$ cat src/bwsup_consts.vh
// constants for the boot watchdog host-side sequencer
// assumes a 100 MHz system clock and word-aligned avalon-mm byte addresses
`ifndef BWSUP_CONSTS_VH
`define BWSUP_CONSTS_VH

// own register map (byte addresses)
`define BWSUP_A_CTRL 4'h0
`define BWSUP_A_STATUS 4'h4
`define BWSUP_A_TIMEOUT 4'h8
`define BWSUP_A_EXPIRY 4'hc

// ctrl register fields
`define BWSUP_C_GO 0
`define BWSUP_C_STEP_LO 1
`define BWSUP_C_STEP_HI 3
`define BWSUP_C_STEP_W 3

// host boot steps written into ctrl
`define BWSUP_S_RGUARD_LOAD 3'h0
`define BWSUP_S_POST_ENTER 3'h1
`define BWSUP_S_MEM_EXTEND 3'h2
`define BWSUP_S_POST_DONE 3'h3
`define BWSUP_S_BOOT_PWD 3'h4
`define BWSUP_S_OS_LOAD 3'h5
`define BWSUP_S_SETUP 3'h6
`define BWSUP_S_OS_UP 3'h7

// boot media codes in timeout[9:8], load-guard option in timeout[12:10]
`define BWSUP_M_HDD 2'h0
`define BWSUP_M_PXE 2'h1
`define BWSUP_M_REMOV 2'h2
`define BWSUP_M_UNKNOWN 2'h3
`define BWSUP_OPT_OFF 3'h0
`define BWSUP_OPT_MAX 3'h4

// field positions inside the timeout register
`define BWSUP_T_MEDIA_HI 9
`define BWSUP_T_MEDIA_LO 8
`define BWSUP_T_OPT_HI 12
`define BWSUP_T_OPT_LO 10

// expiry role bits returned by the device status read
`define BWSUP_EXP_HI 2
`define BWSUP_EXP_LO 0

// device-side watchdog command codes on o_wd_cmd; none ends a step
`define BWSUP_CMD_NONE 3'h0
`define BWSUP_CMD_LOAD_RGUARD 3'h1
`define BWSUP_CMD_ARM_STEST 3'h2
`define BWSUP_CMD_EXTEND 3'h3
`define BWSUP_CMD_DISABLE 3'h4
`define BWSUP_CMD_ARM_LOAD 3'h5
`define BWSUP_CMD_READ_STATUS 3'h6

// memory size threshold in MiB and load-guard minutes step
`define BWSUP_BIG_MEM_MB 16'h0400
`define BWSUP_LG_STEP_MIN 8'h05
`define BWSUP_ZERO32 32'h0000_0000

`endif

$ cat src/bwsup_host.v
// host-side boot sequencer that drives the board management watchdog
// assumes a device command port with a one-cycle strobe and a done pulse,
// and software on avalon-mm issuing boot steps in order
//
// Added by the designer: the Avalon-MM register port and the address map.
`timescale 1ns/1ps
`include "bwsup_consts.vh"

// Notes on behaviour
// - host loads reset guard once the bootstrap cpu runs firmware
// - host arms self-test guard right before dropping reset guard
// - host disables self-test guard near end of self-test
// - over 1 GB with full memory test: host extends timeout first
// - host disables watchdog before boot password prompt
// - removable or unknown media: disable watchdog before os loader
// - hard drive boot: disable or arm 5, 10, 15 or 20 minutes
// - network boot uses the same load-guard option as hard drive boot, same four choices
// - entering setup disables the watchdog regardless of options
// - os driver disables watchdog after a good load
module bwsup_host #(
  parameter DATA_W = 32,
  parameter STEP_W = 3
) (
  input wire i_clk_sys,
  input wire i_resetn,
  // avalon-mm slave
  input wire [3:0] i_avs_address,
  input wire i_avs_read,
  input wire i_avs_write,
  input wire [31:0] i_avs_writedata,
  output reg [31:0] o_avs_readdata,
  output reg o_avs_waitrequest,
  // device watchdog command port
  output reg o_wd_cmd_valid,
  output reg [2:0] o_wd_cmd,
  output reg [DATA_W-1:0] o_wd_cmd_data,
  input wire i_wd_done,
  input wire [DATA_W-1:0] i_wd_rdata,
  output reg o_selftest_log
);

  localparam ST_IDLE = 4'h1;
  localparam ST_CMD = 4'h2;
  localparam ST_WAIT = 4'h4;
  localparam ST_NEXT = 4'h8;

  // register map as seen by software:
  //   ctrl    bit 0 go, bits 3:1 boot step; reads back step and busy
  //   status  bit 0 full memory test, bits 15:1 fitted memory in mb
  //   timeout raw guard time, media code and load-guard option
  //   expiry  last expiry status fetched from the device
  // a step runs to completion before another go is taken, so a
  // half-issued arm and disable pair never leaves the device unguarded

  reg [3:0] state;
  reg [STEP_W-1:0] step;
  reg [1:0] sub;
  reg busy;
  reg [31:0] timeout;
  reg [31:0] expiry;
  reg [15:0] mem_mb;
  reg full_test;
  reg [2:0] last_cmd;
  reg [3:0] next_state;
  reg [STEP_W-1:0] next_step;
  reg [1:0] next_sub;
  reg next_busy;

  ////////////////////////////////////////////////////////////////////////
  // option code to minutes: 1..4 map to 5..20, 0 means disabled
  function [7:0] lg_minutes;
    input [2:0] opt;
    begin
      lg_minutes = {5'h00, opt} * `BWSUP_LG_STEP_MIN;
    end
  endfunction

  // address compare shared by the read mux, the write path and go
  function addr_hit;
    input [3:0] addr;
    input [3:0] base;
    begin
      addr_hit = (addr == base);
    end
  endfunction

  // option codes above the last minute step are treated as off, so a
  // stray value can never arm a guard of unknown length
  function opt_off;
    input [2:0] opt;
    begin
      opt_off = (opt == `BWSUP_OPT_OFF) || (opt > `BWSUP_OPT_MAX);
    end
  endfunction

  // per-step plan: command for sub-step 0 and 1, or 3'h0 to finish
  function [2:0] plan_cmd;
    input [2:0] stp;
    input [1:0] sb;
    input [1:0] media;
    input [2:0] opt;
    input big;
    begin
      plan_cmd = `BWSUP_CMD_NONE;
      case (stp)
        `BWSUP_S_RGUARD_LOAD: begin
          if (sb == 2'h0)
            plan_cmd = `BWSUP_CMD_LOAD_RGUARD;
        end
        `BWSUP_S_POST_ENTER: begin
          // arm first so no unguarded gap; arming replaces the role
          if (sb == 2'h0)
            plan_cmd = `BWSUP_CMD_ARM_STEST;
          else if (sb == 2'h1)
            plan_cmd = `BWSUP_CMD_READ_STATUS;
        end
        `BWSUP_S_MEM_EXTEND: begin
          if (sb == 2'h0 && big)
            plan_cmd = `BWSUP_CMD_EXTEND;
        end
        `BWSUP_S_POST_DONE: begin
          if (sb == 2'h0)
            plan_cmd = `BWSUP_CMD_DISABLE;
        end
        `BWSUP_S_BOOT_PWD: begin
          if (sb == 2'h0)
            plan_cmd = `BWSUP_CMD_DISABLE;
        end
        `BWSUP_S_OS_LOAD: begin
          if (sb == 2'h0) begin
            if (media == `BWSUP_M_REMOV || media == `BWSUP_M_UNKNOWN)
              plan_cmd = `BWSUP_CMD_DISABLE;
            else if (opt_off(opt))
              plan_cmd = `BWSUP_CMD_DISABLE;
            else
              plan_cmd = `BWSUP_CMD_ARM_LOAD;
          end
        end
        `BWSUP_S_SETUP: begin
          if (sb == 2'h0)
            plan_cmd = `BWSUP_CMD_DISABLE;
        end
        default: begin
          if (sb == 2'h0)
            plan_cmd = `BWSUP_CMD_DISABLE;
        end
      endcase
    end
  endfunction

  // plan inputs taken apart from the software registers
  wire [1:0] media = timeout[`BWSUP_T_MEDIA_HI:`BWSUP_T_MEDIA_LO];
  wire [2:0] lg_opt = timeout[`BWSUP_T_OPT_HI:`BWSUP_T_OPT_LO];
  // only a full test over the threshold can outrun the guard
  wire big_mem = full_test && (mem_mb > `BWSUP_BIG_MEM_MB);
  wire [2:0] cur_cmd = plan_cmd(step, sub, media, lg_opt, big_mem);

  ////////////////////////////////////////////////////////////////////////
  // avalon slave: one wait cycle, then answer
  wire access = (i_avs_read || i_avs_write) && o_avs_waitrequest;
  wire go = i_avs_write && o_avs_waitrequest &&
    addr_hit(i_avs_address, `BWSUP_A_CTRL) &&
    i_avs_writedata[`BWSUP_C_GO] && !busy;

  // waitrequest drops for exactly one cycle per access, so a master that
  // holds its request is accepted again two cycles later
  always @(posedge i_clk_sys) begin
    if (!i_resetn) begin
      o_avs_waitrequest <= 1'b1;
    end else begin
      o_avs_waitrequest <= !access;
    end
  end

  // read mux; unmapped addresses read as zero
  always @(posedge i_clk_sys) begin
    if (!i_resetn) begin
      o_avs_readdata <= `BWSUP_ZERO32;
    end else if (access && i_avs_read) begin
      if (addr_hit(i_avs_address, `BWSUP_A_CTRL))
        o_avs_readdata <= {28'h0000000, step, busy};
      else if (addr_hit(i_avs_address, `BWSUP_A_STATUS))
        o_avs_readdata <= {16'h0000, mem_mb[14:0], full_test};
      else if (addr_hit(i_avs_address, `BWSUP_A_TIMEOUT))
        o_avs_readdata <= timeout;
      else if (addr_hit(i_avs_address, `BWSUP_A_EXPIRY))
        o_avs_readdata <= expiry;
      else
        o_avs_readdata <= `BWSUP_ZERO32;
    end
  end

  // configuration writes; ctrl writes only start steps, and a ctrl write
  // while busy is dropped so a step cannot be torn halfway
  always @(posedge i_clk_sys) begin
    if (!i_resetn) begin
      timeout <= `BWSUP_ZERO32;
      mem_mb <= 16'h0000;
      full_test <= 1'b0;
    end else if (access && !i_avs_read && i_avs_write) begin
      if (addr_hit(i_avs_address, `BWSUP_A_STATUS)) begin
        full_test <= i_avs_writedata[0];
        mem_mb <= {1'b0, i_avs_writedata[15:1]};
      end else if (addr_hit(i_avs_address, `BWSUP_A_TIMEOUT)) begin
        timeout <= i_avs_writedata;
      end
    end
  end

  ////////////////////////////////////////////////////////////////////////
  // step sequencer
  // command port timing, counted from the accepted go write:
  //   +1 state moves to cmd, +2 strobe stands for one cycle, operand until the next command
  //   the device may take any time; done moves to next, then cmd again
  //   there is no local timer: a device that never answers leaves busy
  //   set, which software sees in ctrl and must handle itself

  // next-state part: which step, sub-step and state follow
  always @* begin
    next_state = state;
    next_step = step;
    next_sub = sub;
    next_busy = busy;
    case (state)
      ST_IDLE: begin
        if (go) begin
          next_step = i_avs_writedata[`BWSUP_C_STEP_HI:`BWSUP_C_STEP_LO];
          next_sub = 2'h0;
          next_busy = 1'b1;
          next_state = ST_CMD;
        end
      end
      ST_CMD: begin
        // an empty plan slot ends the step and frees ctrl
        if (cur_cmd == `BWSUP_CMD_NONE) begin
          next_busy = 1'b0;
          next_state = ST_IDLE;
        end else begin
          next_state = ST_WAIT;
        end
      end
      ST_WAIT: begin
        // the device owns the timing of its answer
        if (i_wd_done)
          next_state = ST_NEXT;
      end
      ST_NEXT: begin
        next_sub = sub + 2'h1;
        next_state = ST_CMD;
      end
      default: begin
        next_state = ST_IDLE;
      end
    endcase
  end

  // sequencer state registers
  always @(posedge i_clk_sys) begin
    if (!i_resetn) begin
      state <= ST_IDLE;
      step <= {STEP_W{1'b0}};
      sub <= 2'h0;
      busy <= 1'b0;
    end else begin
      state <= next_state;
      step <= next_step;
      sub <= next_sub;
      busy <= next_busy;
    end
  end

  // command strobe and operand; the strobe stands one cycle and the
  // operand until the next command, so the device may latch it late
  always @(posedge i_clk_sys) begin
    if (!i_resetn) begin
      last_cmd <= `BWSUP_CMD_NONE;
      o_wd_cmd_valid <= 1'b0;
      o_wd_cmd <= `BWSUP_CMD_NONE;
      o_wd_cmd_data <= {DATA_W{1'b0}};
    end else begin
      o_wd_cmd_valid <= 1'b0;
      if (state == ST_CMD && cur_cmd != `BWSUP_CMD_NONE) begin
        o_wd_cmd_valid <= 1'b1;
        o_wd_cmd <= cur_cmd;
        last_cmd <= cur_cmd;
        // load guard takes minutes; others take the raw timeout
        if (cur_cmd == `BWSUP_CMD_ARM_LOAD)
          o_wd_cmd_data <= {{(DATA_W-8){1'b0}},
            lg_minutes(lg_opt)};
        else
          o_wd_cmd_data <= timeout[DATA_W-1:0];
      end
    end
  end

  // expiry capture and the self-test failure log strobe
  // the status word is kept whole so software can tell the roles apart;
  // only the role bits decide whether a failure must be logged
  always @(posedge i_clk_sys) begin
    if (!i_resetn) begin
      expiry <= `BWSUP_ZERO32;
      o_selftest_log <= 1'b0;
    end else begin
      o_selftest_log <= 1'b0;
      if (state == ST_WAIT && i_wd_done &&
        last_cmd == `BWSUP_CMD_READ_STATUS) begin
        expiry <= i_wd_rdata;
        // self-test guard failures are the host's to log
        o_selftest_log <=
          |i_wd_rdata[`BWSUP_EXP_HI:`BWSUP_EXP_LO];
      end
    end
  end

endmodule

$ cat config.mk
export PLATFORM = sky130hd
export DESIGN_NAME = bwsup_host
export DESIGN_NICKNAME = d
export VERILOG_FILES = /design/src/bwsup_host.v
export VERILOG_INCLUDE_DIRS = /design/src
export SDC_FILE = /design/constraint.sdc
export NUM_CORES = 1
export LEC_CHECK = 0
export BUFFER_PORTS_ARGS = -buffer_cell sky130_fd_sc_hd__buf_2
export CAP_MARGIN = 30
export CORE_ASPECT_RATIO = 0.8
export CORE_UTILIZATION = 49
export DETAILED_ROUTE_END_ITERATION = 8
export GPL_TIMING_DRIVEN = 0
export MAX_ROUTING_LAYER = met4
export PLACE_DENSITY = 0.82
export SLEW_MARGIN = 10
export SYNTH_ARGS = -nofsm -noshare
export SYNTH_HDL_FRONTEND = slang
export SYNTH_SLANG_ARGS = --single-unit
$ cat constraint.sdc
create_clock -name i_clk_sys -period 2 [get_ports i_clk_sys]
set_input_delay 0.4 -clock i_clk_sys [delete_from_list [all_inputs] [get_ports i_clk_sys]]
set_output_delay 0.4 -clock i_clk_sys [all_outputs]
set_load 0.01 [all_outputs]
==> metrics.csv <==
stage,metric,value,unit
status,status,"finished, violations left",
status,violations,setup timing,
global_route,antenna_found_initial,3,
placement,post-place-ws,-0.4349,ns
hold_path,worstHoldPathType,in -> reg,
timing,final-setup-viol-count,25,
route,vias,6267,
final_layout,design_area,0.008746,mm²
timing,period_share,1.049,
synthesis,yosysWarnings,0,
critical_path,worst-path-buf-inv,0,
die,dieArea,0.01453,mm²
hold_path,whs_path_depth,3,
pwr,total_leakage_power,3.474,nW
route,drt-met1-wl,8866,µm
synthesis,yosys_register_bits,160,
global_route,grtUsageTotal,0.2894,
route,drt_wl_total,19950,µm
pwr,ir_worst_vdd,0.0005741,V
timing,setup_ws,-0.09733,ns
global_route,grt_overflow,0,
final_layout,fill_cells,1136,
final_layout,drive_gt1_frac,0.2605,
timing,rsz0062_at_grt,yes,
critical_path,cp_slowest_stage_delay,0.52,ns
final_layout,nets,1017,
placement,dpl_cell_area,0.007840,mm²
route,wl_met2,8978,µm
critical_path,setup.worst_path.class,reg -> reg,
clock_tree,cts_buffers,17,
timing,final.setup_skew,0.01057,ns
die,coreArea,0.01365,mm²
synthesis,muxShareOfSynthArea,0.09449,
critical_path,path_delay_family,compound AO/OA/AOI/OAI gates,
route,wire_per_inst,17.58,µm
final_layout,multi_input_area,0.003516,mm²
global_route,grt_start_max_net_pins,17,
synthesis,synth_top_area_frac,0.4652,
synthesis,ys.flop_type,dfxtp_1,
critical_path,worst_ep_required_time,2.32,ns
hold_path,holdPathEnd,expiry[28],
synthesis,ys_types,57,
synthesis,syn_area_per_cell,8.977,µm²
critical_path,crit_chain,or3b_1 -> a2111o_1 -> a2111o_1 -> o2111a_1,
timing,final_max_slew_viol_count,0,
run,drv_cap,0,
clock_tree,cts_tree,done,
critical_path,rr_startpoint,timeout[11],
synthesis,synth-seq-area-share,0.4652,
route,drc,0,
synthesis,synth-simple-area-share,0.2072,
critical_path,reg2reg_depth,4,
route,first_iter_violations,439,
final_layout,layout_commonest_cell,nand2_1,
route,wl_met3,1552,µm
synthesis,syn_inst,767,
timing,slew_headroom,0.5027,
route,antenna_left,0,
final_layout,layout_common_cells,"nand2_1, dfxtp_1, buf_2",
die,ios,143,
critical_path,path_common_cell,a2111o_1,
die,fp-row-count,38,
clock_tree,clkLatencyLatePin,0.44,ns
synthesis,yosys-top-cells-area,"dfxtp_1, nand2_1, mux2i_1, a21boi_0, nor2b_1",
final_layout,regArea,0.003216,mm²
die,die_w,134.5,µm
synthesis,synthAdderAreaFrac,0.009086,
critical_path,cp.arrival,2.42,ns
timing,tightest_slew,0.7440,ns
die,start_util,0.5046,
clock_tree,cts_max_path_buffers,2,
clock_tree,cts_root_buf,clkbuf_16,
critical_path,path_depth,4,
placement,dp_hpwl,14030,µm
synthesis,yosysTopAreaCell,dfxtp_1,
timing,finalHoldViolCount,0,
timing,fmax,476.8,MHz
synthesis,synth_top_family_by_area,simple AND/OR/NAND/NOR gates,
critical_path,cp_max_fo,7,
pwr,power_density,798.7,mW/mm²
route,drt_pass1_iterations,5,
global_route,first_global_vias,5956,
synthesis,synthXorXnorAreaFrac,0,
synthesis,syn_nets,845,
synthesis,synth_compound_area_frac,0.1841,
synthesis,synth_area,0.006885,mm²
die,fp.dieH,108.0,µm
critical_path,cp-start-kind,register,
critical_path,cp-end-kind,register,
critical_path,rrSetupSlack,-0.1,ns
clock_tree,htree_levels,4,
placement,gp_congestion,0.8874,
final_layout,fin_cells,1135,
hold_path,hp-start,i_wd_rdata[28],
critical_path,critPathSlowestCell,a2111o_1,
synthesis,async_flop_share,0,
global_route,grt_first_pass_wirelength,30840,µm
clock_tree,cts_num_sinks,160,
timing,finalCriticalPeriod,2.097,ns
route,viasPerCell,5.522,
final_layout,area_growth,27.02,%
route,top_layer_used,met4,
critical_path,r2r-end,o_wd_cmd_data[2],
placement,place_inst,1090,
placement,numPortBuffers,141,
synthesis,synth_edf_count,0,
clock_tree,clkTransAtPathRegs,0.07,ns
[state kept, by name (all words and copies together), names as in the netlist, 2 cells and up]
name            flops
expiry             32
step                3
state               4
o_avs_readdata     32
mem_mb             15
last_cmd            3
timeout            32
sub                 2
o_wd_cmd_data      32
[tightest hold or removal path: stages]
cell      delay (ns)
buf_2           0.10
nand2_1         0.05
a21boi_1        0.05
[layer usage]
layer,up-vias,GRT usage
li1,3003,-
met1,2946,0.3601
met2,272,0.4508
met3,46,0.06892
met4,0,0.1236
met5,-,-
[area by class of cell]
cell class	count	share of cell area
multi-input combinational	544	0.4020
inverter	6	0.002575
clock buffer	18	0.04907
tap	180	0.02575
antenna	3	0.0008584
clock inverter	14	0.02060
sequential	160	0.3677
buffer	54	0.03147
timing repair buffer	156	0.1000
[report_power, final]
part / internal (mW) / switching (mW)
Sequential: 3.20 / 0.0215
Clock: 1.98 / 1.40
Combinational: 0.156 / 0.229
Total: 5.34 / 1.65
[cells by family after synthesis]
| kind of cell | count (synthesis) |
|---|---|
| flops | 160 |
| buf+inv | 63 |
| mux | 61 |
| fa+ha+maj | 5 |
| compound gates | 169 |
| simple gates | 309 |
[synthesized netlist by cell type, types with 3 or more instances]
cell type  count
a22o_1        11
inv_1          6
o21ai_0       23
nor2_1        12
a22oi_1       30
buf_6          4
mux2i_1       47
buf_2          4
a21boi_0      59
a21o_1         6
clkbuf_1      44
and2_1        17
nor2b_1       38
nand2_1      207
o2111a_1       6
a21oi_1        5
buf_1          4
a21boi_1       7
dfxtp_1      160
or4_1          6
ha_1           5
o21a_1         3
a2111oi_0      3
mux2_2        12
nor4_1         6
[worst max path at each step]
stage / start / endpoint / slack [ns]
6_report: timeout[11] / o_wd_cmd_data[2] / -0.1
5_1_grt: mem_mb[13] / o_wd_cmd_data[4] / -0.15
4_1_cts: mem_mb[13] / o_wd_cmd_data[2] / -0.08
3_5_place_dp: i_avs_address[1] / o_avs_readdata[20] / -0.43
3_3_place_gp: i_avs_address[1] / timeout[18] / -0.64
2_1_floorplan: sub[0] / o_wd_cmd_data[2] / 0.01
[metrics by stage]
step / TNS (ns) / hold WS (ns) / utilization / total power [mW]
after CTS: -0.6773 / 0.1979 / 0.6372 / 6.983
after global routing: -2.736 / 0.1927 / 0.6409 / 7.171
after global placement: -40.35 / 0.4415 / 0.5734 / 3.638
after detailed placement: -37.60 / 0.4436 / 0.5745 / 3.641
final: -1.481 / 0.1982 / 0.6409 / 6.986
after floorplan: 0 / 0.4319 / - / 3.475
[timing repair]
item,CTS,global route
setup buffers,11,0
gates resized for setup,38,19
gates cloned,1,1
endpoints found under the setup margin,69,113
pin swaps,11,9
hold buffers,0,0
(Power assumes the default switching activity.)
